==> src/core/adc_ctrl_regs.vh <==
`ifndef ADC_CTRL_REGS_VH
`define ADC_CTRL_REGS_VH

// Register indices (printed offsets 45h..47h); byte address is index*4
`define REG_IDX_CSR        8'h45
`define REG_IDX_HIGH       8'h46
`define REG_IDX_LOW        8'h47
`define REG_ADDR_CSR       12'h114
`define REG_ADDR_HIGH      12'h118
`define REG_ADDR_LOW       12'h11c
`define REG_ADDR_STATUS    12'h120

// Control/status field positions
`define CSR_DONE_BIT       7
`define CSR_SPEED_BIT      6
`define CSR_ON_BIT         5
`define CSR_SLOW_BIT       4
`define CSR_CH_MSB         3
`define CSR_CH_LSB         0
`define CSR_RESET          8'h00

// Saturation codes
`define RESULT_FULL        10'h3ff
`define RESULT_ZERO        10'h000

// Converter clock selection {slow,speed}
`define DIV_SEL_UNDIV      2'b01
`define DIV_SEL_QUARTER    2'b10
`define DIV_HALF_LAST      2'h1
`define DIV_QUARTER_LAST   2'h3

// Successive approximation length in steps
`define CONV_STEPS         4'ha
// Last converter-clock phase of one step; three clocks cover the sync delay
`define STEP_LAST          2'h2
// First trial code, most significant bit only
`define SAR_MSB            10'h200

`endif

==> src/core/adc_result_fifo.v <==
`timescale 1ns/10ps
// Small flip-flop FIFO with valid/ready on both sides
module adc_result_fifo #(
	parameter WIDTH = 14,
	parameter DEPTH = 32,
	parameter AW    = 5
) (
	// Clock and reset
	input  wire             i_clk,
	input  wire             i_rst,
	// Fill side
	input  wire             i_in_valid,
	output wire             o_in_ready,
	input  wire [WIDTH-1:0] i_in_data,
	// Drain side
	output wire             o_out_valid,
	input  wire             i_out_ready,
	output wire [WIDTH-1:0] o_out_data
);
	reg [WIDTH-1:0] mem_r [0:DEPTH-1];
	reg [AW-1:0]    wr_ptr_r;
	reg [AW-1:0]    rd_ptr_r;
	reg [AW:0]      count_r;
	wire            push;
	wire            pop;

	// Honest flags from the fill count
	assign o_in_ready  = (count_r != DEPTH[AW:0]);
	assign o_out_valid = (count_r != {(AW+1){1'b0}});
	assign o_out_data  = mem_r[rd_ptr_r];
	assign push = i_in_valid & o_in_ready;
	assign pop  = o_out_valid & i_out_ready;

	// Storage written only on accepted pushes
	always @(posedge i_clk) begin
		if (push) begin
			mem_r[wr_ptr_r] <= i_in_data;
		end
	end

	// Pointers and count
	always @(posedge i_clk) begin
		if (i_rst) begin
			wr_ptr_r <= {AW{1'b0}};
			rd_ptr_r <= {AW{1'b0}};
			count_r  <= {(AW+1){1'b0}};
		end else begin
			if (push) begin
				wr_ptr_r <= (wr_ptr_r == DEPTH[AW-1:0] - 1'b1) ?
					{AW{1'b0}} : wr_ptr_r + 1'b1;
			end
			if (pop) begin
				rd_ptr_r <= (rd_ptr_r == DEPTH[AW-1:0] - 1'b1) ?
					{AW{1'b0}} : rd_ptr_r + 1'b1;
			end
			if (push & ~pop) begin
				count_r <= count_r + 1'b1;
			end else if (pop & ~push) begin
				count_r <= count_r - 1'b1;
			end
		end
	end
endmodule // adc_result_fifo

==> src/core/adc_conversion_control.v <==
// Decided for this implementation: the register offsets and the APB interface to the registers.
`timescale 1ns/10ps
`include "adc_ctrl_regs.vh"
// Notes on behaviour
// - Input above high reference saturates to all ones, no overflow flag.
// - Input below low reference gives a zero result.
// - Setting converter_on starts continuous back-to-back conversions.
// - Each completed conversion sets done flag; loads result unless locked.
// - Reading result_high_byte clears the done flag.
// - Any write to control/status clears the done flag.
// - Changing channel_select aborts, clears done, restarts on new channel.
// - Reading result_low_bits locks both result registers.
// - Lock released by high-byte read or clearing converter_on.
// - Locked result registers take no new conversion data.
// - Slow/speed pick clock: 00,11 half; 01 undivided; 10 quarter.
// - Clearing converter_on stops any conversion in progress.
// - Low nibble channel_select picks one of sixteen inputs.
// - Runs unchanged in wait mode; halt mode disables converter.
// - Control resets to zero; done bit read-only, others read/write.
// - High register shows result bits 9..2, read only.
// - Low register shows bits 1..0, upper six bits zero.
module adc_conversion_control #(
	parameter FIFO_DEPTH = 32,
	parameter FIFO_AW    = 5
) (
	// Clock and reset
	input  wire        i_clk,
	input  wire        i_rst,
	// APB slave
	input  wire        i_psel,
	input  wire        i_penable,
	input  wire        i_pwrite,
	input  wire [11:0] i_paddr,
	input  wire [31:0] i_pwdata,
	output wire        o_pready,
	output reg  [31:0] o_prdata,
	output wire        o_pslverr,
	// Low-power mode requests
	input  wire        i_wait_mode,
	input  wire        i_halt_mode,
	// Analog front end: comparator and range flags
	input  wire        i_cmp_above,
	input  wire        i_over_range,
	input  wire        i_under_range,
	output wire [3:0]  o_channel,
	output wire [9:0]  o_dac_code,
	output wire        o_sample,
	output wire        o_conv_enable,
	// Result stream
	output wire        o_res_valid,
	input  wire        i_res_ready,
	output wire [13:0] o_res_data
);
	// Sequencer states
	localparam ST_IDLE = 2'b00;
	localparam ST_SAMP = 2'b01;
	localparam ST_CONV = 2'b10;
	localparam ST_DONE = 2'b11;

	// Software-visible state
	reg  [7:0]  csr_r;
	reg  [9:0]  result_r;
	reg         lock_r;

	// Sequencer and divider state
	reg  [1:0]  state_r;
	reg  [1:0]  div_r;
	reg  [9:0]  sar_r;
	reg  [3:0]  bit_r;
	reg  [1:0]  ph_r;

	// Two-flop synchroniser stages
	reg         cmp_s1_r;
	reg         cmp_s2_r;
	reg         ovr_s1_r;
	reg         ovr_s2_r;
	reg         und_s1_r;
	reg         und_s2_r;
	reg         halt_s1_r;
	reg         halt_s2_r;

	// Combinational helpers
	reg  [9:0]  final_nxt;
	reg  [9:0]  sar_nxt;
	reg         tick;

	// Bus decode nets
	wire        acc;
	wire        wr;
	wire        rd;
	wire        hit_csr;
	wire        hit_high;
	wire        hit_low;
	wire        hit_status;
	wire        wr_csr;
	wire        rd_high;
	wire        rd_low;

	// Conversion control nets
	wire        conv_on;
	wire        ch_change;
	wire        step;
	wire        finish;
	wire [1:0]  sel;
	wire [9:0]  trial;

	// Stream buffer nets
	wire        fifo_push;
	wire        fifo_in_ready;
	wire [13:0] fifo_data;

	// Comparator pin; two flops before the sequencer reads it
	always @(posedge i_clk) begin
		if (i_rst) begin
			cmp_s1_r <= 1'b0;
			cmp_s2_r <= 1'b0;
		end else begin
			cmp_s1_r <= i_cmp_above;
			cmp_s2_r <= cmp_s1_r;
		end
	end

	// Over-range pin synchroniser
	always @(posedge i_clk) begin
		if (i_rst) begin
			ovr_s1_r <= 1'b0;
			ovr_s2_r <= 1'b0;
		end else begin
			ovr_s1_r <= i_over_range;
			ovr_s2_r <= ovr_s1_r;
		end
	end

	// Under-range pin synchroniser
	always @(posedge i_clk) begin
		if (i_rst) begin
			und_s1_r <= 1'b0;
			und_s2_r <= 1'b0;
		end else begin
			und_s1_r <= i_under_range;
			und_s2_r <= und_s1_r;
		end
	end

	// Halt request synchroniser
	always @(posedge i_clk) begin
		if (i_rst) begin
			halt_s1_r <= 1'b0;
			halt_s2_r <= 1'b0;
		end else begin
			halt_s1_r <= i_halt_mode;
			halt_s2_r <= halt_s1_r;
		end
	end

	// Access qualifiers; zero wait states
	assign acc      = i_psel & i_penable;
	assign wr       = acc & i_pwrite;
	assign rd       = acc & ~i_pwrite;
	assign o_pready = 1'b1;

	// Register hits by byte address
	assign hit_csr    = (i_paddr == `REG_ADDR_CSR);
	assign hit_high   = (i_paddr == `REG_ADDR_HIGH);
	assign hit_low    = (i_paddr == `REG_ADDR_LOW);
	assign hit_status = (i_paddr == `REG_ADDR_STATUS);

	// Side-effect strobes
	assign wr_csr  = wr & hit_csr;
	assign rd_high = rd & hit_high;
	assign rd_low  = rd & hit_low;

	// Unmapped addresses answer with an error
	assign o_pslverr = acc & ~(hit_csr | hit_high | hit_low | hit_status);

	// Wait mode is ignored on purpose; halt stops the converter
	assign conv_on   = csr_r[`CSR_ON_BIT] & ~halt_s2_r;
	assign ch_change = wr_csr & (i_pwdata[`CSR_CH_MSB:`CSR_CH_LSB] !=
		csr_r[`CSR_CH_MSB:`CSR_CH_LSB]);
	assign sel       = {csr_r[`CSR_SLOW_BIT], csr_r[`CSR_SPEED_BIT]};

	// One step per three converter clocks: the synchronised
	// comparator lags the trial code by two clock edges
	assign trial  = `SAR_MSB >> bit_r;
	assign step   = (state_r == ST_CONV) & tick &
		(ph_r == `STEP_LAST);
	assign finish = step &
		(bit_r == `CONV_STEPS - 4'h1);

	// Converter clock enable from the divider selection
	always @* begin
		case (sel)
		`DIV_SEL_UNDIV:   tick = 1'b1;
		`DIV_SEL_QUARTER: tick = (div_r == `DIV_QUARTER_LAST);
		default:          tick = (div_r[0] == `DIV_HALF_LAST);
		endcase
	end

	// Range flags override the approximation result
	always @* begin
		if (ovr_s2_r) begin
			final_nxt = `RESULT_FULL;
		end else if (und_s2_r) begin
			final_nxt = `RESULT_ZERO;
		end else begin
			final_nxt = {sar_r[9:1], cmp_s2_r};
		end
	end

	// Keep or drop the trial bit, then try the next lower bit
	always @* begin
		if (cmp_s2_r) begin
			sar_nxt = sar_r | (trial >> 1);
		end else begin
			sar_nxt = (sar_r & ~trial) | (trial >> 1);
		end
	end

	// Divider free-runs while the converter is on
	always @(posedge i_clk) begin
		if (i_rst || !conv_on) begin
			div_r <= 2'h0;
		end else begin
			div_r <= div_r + 2'h1;
		end
	end

	// Conversion sequencer; abort on off, halt or new channel
	always @(posedge i_clk) begin
		if (i_rst || !conv_on || ch_change) begin
			state_r <= ST_IDLE;
		end else begin
			case (state_r)
			ST_IDLE: begin
				state_r <= ST_SAMP;
			end
			ST_SAMP: begin
				if (tick) begin
					state_r <= ST_CONV;
				end
			end
			ST_CONV: begin
				if (finish) begin
					state_r <= ST_DONE;
				end
			end
			ST_DONE: begin
				state_r <= ST_SAMP;
			end
			default: begin
				state_r <= ST_IDLE;
			end
			endcase
		end
	end

	// Trial code register
	always @(posedge i_clk) begin
		if (i_rst || !conv_on || ch_change) begin
			sar_r <= 10'h000;
		end else if ((state_r == ST_SAMP) && tick) begin
			sar_r <= `SAR_MSB;
		end else if (step) begin
			sar_r <= sar_nxt;
		end
	end

	// Bit index under trial
	always @(posedge i_clk) begin
		if (i_rst || !conv_on || ch_change) begin
			bit_r <= 4'h0;
		end else if ((state_r == ST_SAMP) && tick) begin
			bit_r <= 4'h0;
		end else if (step) begin
			bit_r <= bit_r + 4'h1;
		end
	end

	// Converter-clock phase within one step
	always @(posedge i_clk) begin
		if (i_rst || !conv_on || ch_change) begin
			ph_r <= 2'h0;
		end else if ((state_r != ST_CONV) || step) begin
			ph_r <= 2'h0;
		end else if (tick) begin
			ph_r <= ph_r + 2'h1;
		end
	end

	// Control/status register; done bit set wins over clear
	always @(posedge i_clk) begin
		if (i_rst) begin
			csr_r <= `CSR_RESET;
		end else begin
			if (wr_csr) begin
				csr_r[6:0] <= i_pwdata[6:0];
			end
			if (finish && !ch_change) begin
				csr_r[`CSR_DONE_BIT] <= 1'b1;
			end else if (wr_csr || rd_high) begin
				csr_r[`CSR_DONE_BIT] <= 1'b0;
			end
		end
	end

	// Result; a locked pair is held until the high byte is read or converter_on is cleared
	always @(posedge i_clk) begin
		if (i_rst) begin
			result_r <= 10'h000;
		end else begin
			if (finish && !lock_r && !ch_change) begin
				result_r <= final_nxt;
			end
		end
	end

	// Lock; release wins over a low read in the same cycle
	always @(posedge i_clk) begin
		if (i_rst) begin
			lock_r <= 1'b0;
		end else if (rd_high || !csr_r[`CSR_ON_BIT]) begin
			lock_r <= 1'b0;
		end else if (rd_low) begin
			lock_r <= 1'b1;
		end
	end

	// Read mux; reading has side effects handled above
	always @(posedge i_clk) begin
		if (i_rst) begin
			o_prdata <= 32'h0000_0000;
		end else if (rd) begin
			case (i_paddr)
			`REG_ADDR_CSR:    o_prdata <= {24'h00_0000, csr_r};
			`REG_ADDR_HIGH:   o_prdata <= {24'h00_0000, result_r[9:2]};
			`REG_ADDR_LOW:    o_prdata <= {30'h0, result_r[1:0]};
			`REG_ADDR_STATUS: o_prdata <= {29'h0, ~fifo_in_ready,
				o_res_valid, lock_r};
			default:          o_prdata <= 32'h0000_0000;
			endcase
		end
	end

	// Every conversion is also offered to the stream buffer, tagged by channel
	assign fifo_push = finish & ~ch_change;
	assign fifo_data = {csr_r[`CSR_CH_MSB:`CSR_CH_LSB], final_nxt};

	// Stream buffer; when full only the stream loses words
	adc_result_fifo #(
		.WIDTH (14),
		.DEPTH (FIFO_DEPTH),
		.AW    (FIFO_AW)
	) u_fifo (
		.i_clk       (i_clk),
		.i_rst       (i_rst),
		.i_in_valid  (fifo_push),
		.o_in_ready  (fifo_in_ready),
		.i_in_data   (fifo_data),
		.o_out_valid (o_res_valid),
		.i_out_ready (i_res_ready),
		.o_out_data  (o_res_data)
	);

	// Analog front end drive
	assign o_channel     = csr_r[`CSR_CH_MSB:`CSR_CH_LSB];
	assign o_dac_code    = sar_r;

	// Front end status strobes
	assign o_sample      = (state_r == ST_SAMP);
	assign o_conv_enable = conv_on;
endmodule // adc_conversion_control

==> config.mk <==
export PLATFORM = sky130hd
export DESIGN_NAME = adc_conversion_control
export DESIGN_NICKNAME = d
export VERILOG_FILES = /design/src/core/adc_result_fifo.v /design/src/core/adc_conversion_control.v
export VERILOG_INCLUDE_DIRS = /design/src /design/src/core
export SDC_FILE = /design/constraint.sdc
export NUM_CORES = 1
export LEC_CHECK = 0
export ABC_AREA = 1
export CAP_MARGIN = 20
export CORE_MARGIN = 4
export CORE_UTILIZATION = 54
export DETAILED_ROUTE_END_ITERATION = 10
export DONT_BUFFER_PORTS = 1
export PLACE_DENSITY = 0.72
export SETUP_SLACK_MARGIN = 0.2
export SLEW_MARGIN = 25
export SYNTH_ARGS = -nofsm -noshare
export SYNTH_HDL_FRONTEND = slang
export SYNTH_HIERARCHICAL = 1
export SYNTH_SLANG_ARGS = --single-unit
==> constraint.sdc <==
create_clock -name i_clk -period 10 [get_ports i_clk]
set_clock_uncertainty 0.2 [all_clocks]
set_input_delay 1.5 -clock i_clk [delete_from_list [all_inputs] [get_ports i_clk]]
set_output_delay 1.5 -clock i_clk [all_outputs]
set_load 0.01 [all_outputs]
# ---- Word-level counts from Yosys, hierarchy flattened
# Memories as Yosys holds them, arrays and structs flattened. A register that Yosys moved wholly into a read port is not among the register bits.
# Cells that the tools add are included.
dict set report totals {
  output_inout_bits 65
  ff_bits 95
  n_memories 1
  mem_bits_rw 448
  inputBits 55
  wordCells 124
}
# memory depth width read_ports rd_clocked_by_memory_dff write_ports line
set memory_table {}
lappend memory_table {u_fifo.mem_r 32 14 1 1 1 adc_result_fifo.v:20} ;# reg [WIDTH-1:0] mem_r [0:DEPTH-1];
dict set report classes {
  bitwise 31
  add_sub_neg 7
  n_eq_ne 19
  n_mux 20
  reduce_logical 23
  shift 1
}
# op count
set op_table {}
lappend op_table {{$mux W10} 5}
lappend op_table {{$eq A12 B9 Y1 const B} 4}
lappend op_table {{$pmux W8 S4} 1}
lappend op_table {{$mux W5} 4}
lappend op_table {{$or A10 B9 Y10} 2}
lappend op_table {{$and A1 B1 Y1} 17}
lappend op_table {{$mux W6} 2}
lappend op_table {{$add A5 B1 Y5 const B} 2}
lappend op_table {{$and A10 B10 Y10} 1}
lappend op_table {{$eq A2 B2 Y1 const B} 5}
lappend op_table {{$eq A5 B5 Y1 const B} 2}
lappend op_table {{$not A10 Y10} 1}
lappend op_table {{$shr A10 B4 Y10 const A} 1}
lappend op_table {{$reduce_or A2 Y1} 4}
lappend op_table {{$not A1 Y1} 7}
lappend op_table {{$add A6 B1 Y6 const B} 1}
lappend op_table {{$ne A6 B6 Y1 const B} 1}
lappend op_table {{$pmux W2 S3} 1}
lappend op_table {{$reduce_bool A2 Y1} 3}
lappend op_table {{$reduce_bool A6 Y1} 1}
lappend op_table {{$sub A6 B1 Y6 const B} 1}
lappend op_table {{$logic_or A1 B1 Y1} 5}
lappend op_table {{$add A2 B1 Y2 const B} 2}
lappend op_table {{$add A4 B1 Y4 const B} 1}
lappend op_table {{other kinds (13)} 27}

# ---- Logic depth before layout (Yosys ltp)
# Gate-level depths: netlist of the first run.
dict set report logic_depth {
  ltp_word 11
  mapped_depth 23
  depth_no_buf 23
}

# ---- Cells and area by module
# Netlist of the first run, hierarchy kept.
# module area_each_um2 cells_each seq_area_each_um2 n_inst
set by_module_without_submodules {}
lappend by_module_without_submodules {adc_result_fifo 19351.1 1700 13873.3 1}
lappend by_module_without_submodules {adc_conversion_control 3100.5 435 1101.1 1}

# ---- Worst setup path after synthesis of the first run
# No wires, ideal clock.
dict set report synth_path {
  path_type {input to register}
  from {input port i_paddr[11]}
  to {register u_fifo.count_r[4]}
  n_path_buf 1
  arrival_time_ps 3808
  required_ps 9685
  setup_slack_ps 5877
  path_stages 18
  setup_time_ps 115
  path_cell_list {or2_4 nor2_4 nand2_4 nor2_4 nand2_4 buf_6 nand2_1 inv_1 nand2_1 inv_1 ha_1 inv_1 ha_1 a21oi_1 o21ai_0 xor2_1 o21ai_0 inv_1}
}
dict set report synth_between {
  elab_chain_cells 9
  elab_cells_between_ends 11
  classes_between {eq/ne (1); mux (1); bitwise (8); reduce/logical (1)}
}
# element line
set synth_rtl {}
lappend synth_rtl {{from (decl)} adc_conversion_control.v:33} ;# input wire [11:0] i_paddr,
lappend synth_rtl {{$eq A12 B9 Y1 *} -}
lappend synth_rtl {{$and A1 B1 Y1 *} adc_conversion_control.v:169} ;# assign wr_csr = wr & hit_csr;
lappend synth_rtl {{$and A1 B1 Y1 *} adc_conversion_control.v:178} ;# assign ch_change = wr_csr & (i_pwdata[`CSR_CH_MSB:`CSR_CH_LSB] !=
lappend synth_rtl {{$not A1 Y1 *} adc_conversion_control.v:345} ;# assign fifo_push = finish & ~ch_change;
lappend synth_rtl {{$and A1 B1 Y1 *} adc_conversion_control.v:345}
lappend synth_rtl {{via fifo_push} adc_conversion_control.v:108} ;# wire fifo_push;
lappend synth_rtl {{$and A1 B1 Y1 *} adc_result_fifo.v:31} ;# assign push = i_in_valid & o_in_ready;
lappend synth_rtl {{via u_fifo.push} adc_result_fifo.v:24} ;# wire push;
lappend synth_rtl {{$not A1 Y1} adc_result_fifo.v:58} ;# end else if (pop & ~push) begin
lappend synth_rtl {{$and A1 B1 Y1} adc_result_fifo.v:58}
lappend synth_rtl {{$reduce_bool A2 Y1 (no source line)} -}
lappend synth_rtl {{to (signal assigned)} adc_result_fifo.v:46} ;# count_r <= {(AW+1){1'b0}};
lappend synth_rtl {{to (signal assigned)} adc_result_fifo.v:57} ;# count_r <= count_r + 1'b1;
lappend synth_rtl {{to (signal assigned)} adc_result_fifo.v:59} ;# count_r <= count_r - 1'b1;
lappend synth_rtl {{to (decl)} adc_result_fifo.v:23} ;# reg [AW:0] count_r;
# Mark *: on every way through the listed nets, which the timed path passes. The rest lies on a longest branch.
# A chain may end at the register's enable or synchronous reset.

==> results of run 1 <==
==> registers in the layout (all words and copies together), names as in the netlist, named ones only <==
signal           cells
bit_r                4
u_fifo/count_r       6
u_fifo/mem_r       448
ovr_s1_r             1
halt_s1_r            1
und_s1_r             1
div_r                2
u_fifo/rd_ptr_r      5
o_dac_code          10
csr_r                8
ph_r                 2
cmp_s2_r             1
cmp_s1_r             1
ovr_s2_r             1
und_s2_r             1
halt_s2_r            1
state_r              2
result_r            10
u_fifo/wr_ptr_r      5
o_prdata             8
lock_r               1
==> per-layer routing <==
metal  part of all wire  GRT usage  up-vias  wire length, um
met4              0.026     0.0793        0             1370
met5                  0          0        -                0
li1                   -          -     7190                -
met2               0.49      0.382      659            25900
met1               0.41      0.327     7389            21700
met3              0.080     0.0333       93             4240
==> worst max-delay path, delay by kind of cell (launching register included) <==
family | cells | cell delay [ns]
buf+inv | 2 | 1.44
simple gates | 8 | 0.95
flops | 1 | 0.59
==> report_power, final <==
group	internal, W	switching, W
registers	0.00237	0.0000590
clock network	0.00108	0.000799
logic	0.000207	0.000521
==> area by class of cell <==
type / instances / share of cell area
clock buffers: 78 / 0.0604
clock inverters: 19 / 0.00664
inverters: 92 / 0.0145
multi-input cells: 1403 / 0.266
flip-flops and latches: 524 / 0.611
well taps: 532 / 0.0272
repair buffers: 44 / 0.0135
==> kinds of logic (layout without fill, tap and decap cells) <==
| group | count (synthesis) | after routing | share of synthesized area |
|---|---|---|---|
| compound gates | 87 | 87 | 0.0201 |
| xor+xnor | 11 | 11 | 0.00429 |
| fa+ha+maj | 27 | 27 | 0.0154 |
| buf+inv | 231 | 233 | 0.0536 |
| flops | 524 | 524 | 0.667 |
| other cells | 2 | 25 | 0.000334 |
| simple gates | 1253 | 1253 | 0.239 |
==> final timing paths <==
path                            end  slack (ns)  cells after the start
setup / recovery      o_res_data[6]        4.49                     10
hold / removal             cmp_s2_r        0.20                      2
setup reg to reg  u_fifo/count_r[4]        5.65                     20
hold reg to reg            cmp_s2_r        0.20                      2
==> placed cells by master (no fill, tap or decap), types with 10 or more instances in the layout <==
cell type	n
edfxtp_1	448
clkbuf_1	19
nor2_1	76
clkinv_1	17
clkbuf_16	53
inv_1	70
ha_1	26
buf_4	44
nor3_2	33
o21ai_0	25
dfxtp_1	73
inv_2	10
conb_1	25
a21oi_1	57
nand2_1	730
nand3_1	371
==> per-stage QoR <==
stage          total power (W)  worst slack [ns]  instance area, sq um  utilization  cells
5_1_grt                0.00525              4.28                 24500        0.599   2692
6_report               0.00503              4.49                 24500        0.599   2692
3_5_place_dp           0.00320              4.41                 22900        0.558   2595
4_1_cts                0.00506              4.32                 24500        0.599   2692
3_3_place_gp           0.00318              4.53                 22900        0.558   2595
2_1_floorplan          0.00304              5.88                 22500            -   2158
==> impl_results.md, run 1 <==
- Hpwl dp: a little under 30000 um
- Hold Slack: 0.200 ns
- Initial core utilization: 0.549
- Top-level port count: between 100 and 150
- Setup crit end kind: output pin
- Max clock buf depth: 3
- Routed WL per cell: around 20 um
- Max FO, Critical Path: approximately 140
- CP cell instances: inv_8, buf_4, nand2_1, nand3_1, nand3_1, nand2_1, nand2_1, nand2_1, nand2_1, nand2_1
- Yosys reg bits: roughly 520
- Vias in the first global route: between 10000 and 15000
- Synth top area cells: edfxtp_1 (60%), nand2_1 (12%), nand3_1 (8.3%)
- Register area: 0.0150 sq mm
- Slowest cell delay on critical path: 0.82 ns
- Worst VDD drop: between 0.0001 and 0.00015 V
- Critical Path Source Type: flip-flop
- Power per cell area: between 200 and 250 mW/mm^2
- Overflow after GRT: 0
- Area grow syn2layout: 9.15%
- Tcrit/Tclk final: 0.551
- Num Clock Sinks: about 520
- Fmax: between 150 and 200 MHz
- Count of cell types in the netlist: 35
- Hold_sp: cmp_s1_r
- Most common library cells after synthesis: nand2_1 (731), edfxtp_1 (448), nand3_1 (371)
- DRC Markers: 0
- Final TNS setup: 0 ns
- Post-synth EDFFs: ~450
- Placer Congestion: between 0.8 and 0.9
- Vias per cell: between 5 and 6
- Die ar.: between 0.04 and 0.05 sq mm
- Worst skew pair latency: about 0.60 ns
- Sequential area share after synthesis: 0.667
- Setup-failing EPs final: 0
- Via count: between 15000 and 20000
- Critical-path top delay cell: buf_4
- Clock root cell: clkbuf_16
- Max Slew Vio Count: 0
- Layout net count: 2199
- CTS H-Tree Depth: 2
- Critical Path RT: roughly 8.3 ns
- Status: complete, no violations
- Layout fillers: 3219
- Worst flop-to-flop path startpoint: csr_r[4]
- Minimum clock period: approximately 5.5 ns
- Core area: a little over 0.04 sq mm
- CTS tree: done
- Count of max-cap constraint violations: 0
- Final Hold Violating Endpoints: 0
- Tot GR Track Use: 0.234
- PostCTS Resize Cnt: 0
- DRT antenna net count: 0
- 1st-iter DRT viols: about 1600
- Yosys Warn Count: 6
- Post-Syn Area: 0.0225 sq mm
- Hold Path Class: flip-flop to flip-flop
- Count leader, synth: nand2_1
- Setup Crit Path Kind: flip-flop to output pin
- First-pass GRT wire length: 81400 um
- DIE WIDTH: about 210 um
- Synth Flop Type: edfxtp_1
- Ant. Diodes: 0
- Rows: 74
- Final WL: approximately 53000 um
- Top cell type's share of synthesized area: 0.599
- Initial antenna violation count: 0
- Worst Path Arrival: between 3 and 4 ns
- Worst-margin pin slew: ~1.1 ns
- Share of layout cells above drive strength 1: 0.0866
- Post-synth top area cell: edfxtp_1
- Pin count of the biggest net entering global routing: around 140
- Die Y-Extent: 212 um
- Inserted Clock Buffers: 52
- RSZ-0062 raised after global routing: no
- Multi-input gate area in the final layout: around 0.0065 sq mm
- CP dominant cell by count: nand2_1
- Syn avg cell area: about 11 sq um
- Drt first pass iters: 5
- Setup Buffers After CTS: 0
- Post-Syn Instances: 2135
- Worst-path clk slew: around 0.060 ns
- Relative slew slack: 0.298
- Cts hold-fix bufs: 0
- # port buffers: 0
- Async set-reset flop share out of synthesis: 0
- Leakage power: around 9.2 nW
Power figures use the tool's default switching activity.
==> inputs of run 2 (changes only) <==
Clock period 10 ns to 5.15 ns, I/O delays scaled along.
==> impl_results.md, run 2 (synthesized netlist as in run 1, its figures left out) <==
- Status: complete, no violations
- Largest register FFs: roughly 450
- Die ar.: ~0.045 sq mm
- Minimum clock period: 4.11 ns
- RSZ-0062 raised after global routing: no
- Tcrit/Tclk final: 0.798
- Top-level port count: between 100 and 150
- Critical Path RT: between 5 and 6 ns
- Pin count of the biggest net entering global routing: about 220
- Max clock buf depth: 3
- Hold_sp: i_rst
- Leakage power: 9.29 nW
- First-pass GRT wire length: about 80000 um
- Tot GR Track Use: 0.229
- Inserted Clock Buffers: 52
- Top Layer Used: met4
- Setup-failing EPs final: 0
- Critical Path Start: csr_r[4]
- Num Clock Sinks: approximately 520
- PostCTS Resize Cnt: 0
- Setup WS post-layout: slightly above 1 ns
- Detail Route met3 WL: ~4200 um
- DRT antenna net count: 0
- Clock root cell: clkbuf_16
- Routed WL per cell: ~20 um
- Final WL: 52500 um
- Share of layout cells above drive strength 1: 0.0912
- Max Slew Vio Count: 0
- Placer Congestion: approximately 0.84
- Initial core utilization: 0.549
- Critical Path Source Type: flip-flop
- CTS tree: done
- Area grow syn2layout: 9.21%
- Cts hold-fix bufs: 0
- Max FO, Critical Path: 19
- Most common cell after layout, fill and taps aside: nand2_1
- Hold path endpoint: cmp_s1_r
- Overflow after GRT: 0
- Vias per cell: approximately 5.6
- Layout net count: approximately 2200
- # port buffers: 0
- Relative slew slack: 0.261
- Via count: 15100
- Core area: 0.0409 sq mm
- Initial antenna violation count: 0
- Rows: 74
- Worst-path clk slew: 0.06 ns
- Worst-margin pin slew: between 1 and 1.5 ns
- Layout fillers: 3194
- Worst flop-to-flop path startpoint: csr_r[4]
- CTS H-Tree Depth: 2
- Setup Crit Path Kind: flip-flop to flip-flop
- Drt first pass iters: 6
- Hold Path Class: primary input to flip-flop
- 1st-iter DRT viols: 1466
- Worst skew pair latency: between 0.5 and 0.6 ns
- Worst Setup Slack post-DPL: a little under 0.9 ns
- Final TNS setup: 0 ns
- Die Y-Extent: about 210 um
- Worst VDD drop: between 0.0002 and 0.0003 V
- Reg2reg path depth: 19
- Hpwl dp: between 20000 and 30000 um
- Worst Path Arrival: roughly 4.4 ns
- Biggest register: u_fifo/mem_r
- Most frequent cells in the layout: nand2_1 (730), edfxtp_1 (448), nand3_1 (371)
- WL met1: ~22000 um
- Met2 wire len: around 25000 um
- Setup crit end kind: flip-flop
- FF-to-FF setup slack: between 1 and 1.5 ns
- Setup Buffers After CTS: 0
- Final Hold Violating Endpoints: 0
- Power per cell area: roughly 400 mW/mm^2
- Fmax: about 240 MHz
- Ant. Diodes: 0
- DIE WIDTH: 212 um
- Vias in the first global route: 14100
- DRC Markers: 0
- RR Endpoint: u_fifo/count_r[4]
- Worst Hold Depth: 1
- Count of max-cap constraint violations: 0
==> run 2: per-layer routing <==
layer  vias to the layer above  track usage
met2                       567        0.372
li1                       7195            -
met3                        83       0.0483
met5                         -            0
met1                      7300        0.317
met4                         0       0.0622
==> run 2: metrics by stage <==
stage               hold WS (ns)  utilization  total power, W  cell area [sq um]  cells
finish                    0.0533        0.599         0.00971              24500   2692
global route              0.0338        0.599          0.0101              24500   2692
CTS                       0.0349        0.599         0.00975              24500   2692
detailed placement         0.194        0.560         0.00623              22900   2597
global placement           0.192        0.560         0.00620              22900   2597
floorplan                  0.188            -         0.00590              22500   2158
==> run 2: final cells by class <==
class	instances	area [sq um]	area share
clock buffers	61	1360	0.0553
clock inverters	34	243	0.00990
inverters	92	353	0.0144
multi-input cells	1403	6540	0.267
flip-flops and latches	524	15000	0.611
well taps	532	666	0.0271
repair buffers	46	383	0.0156
==> run 2: worst max-delay path, stage by stage (launching register included) <==
cell	delay (ns)
dfxtp_1	0.33
inv_1	0.07
ha_1	0.31
nand2_1	0.10
nand2_1	0.14
nor2_2	0.43
nand2_1	0.23
inv_1	0.10
nand2_1	0.07
inv_1	0.09
nand2_2	0.27
inv_1	0.27
ha_1	0.26
inv_1	0.13
ha_1	0.35
a21oi_1	0.14
o21ai_0	0.13
xor2_1	0.16
o21ai_0	0.15
inv_1	0.05
==> run 2: how the worst max path moves through the flow <==
stage                             end  depth (start not counted)
detailed placement  u_fifo/count_r[4]                         17
finish              u_fifo/count_r[4]                         19
global placement    u_fifo/count_r[4]                         17
CTS                 u_fifo/count_r[4]                         19
global route        u_fifo/count_r[4]                         20
floorplan           u_fifo/count_r[4]                         18
==> run 2: power by group <==
part | internal [W] | switching [W]
clock network | 0.00203 | 0.00153
registers | 0.00461 | 0.0000456
logic | 0.000422 | 0.00108
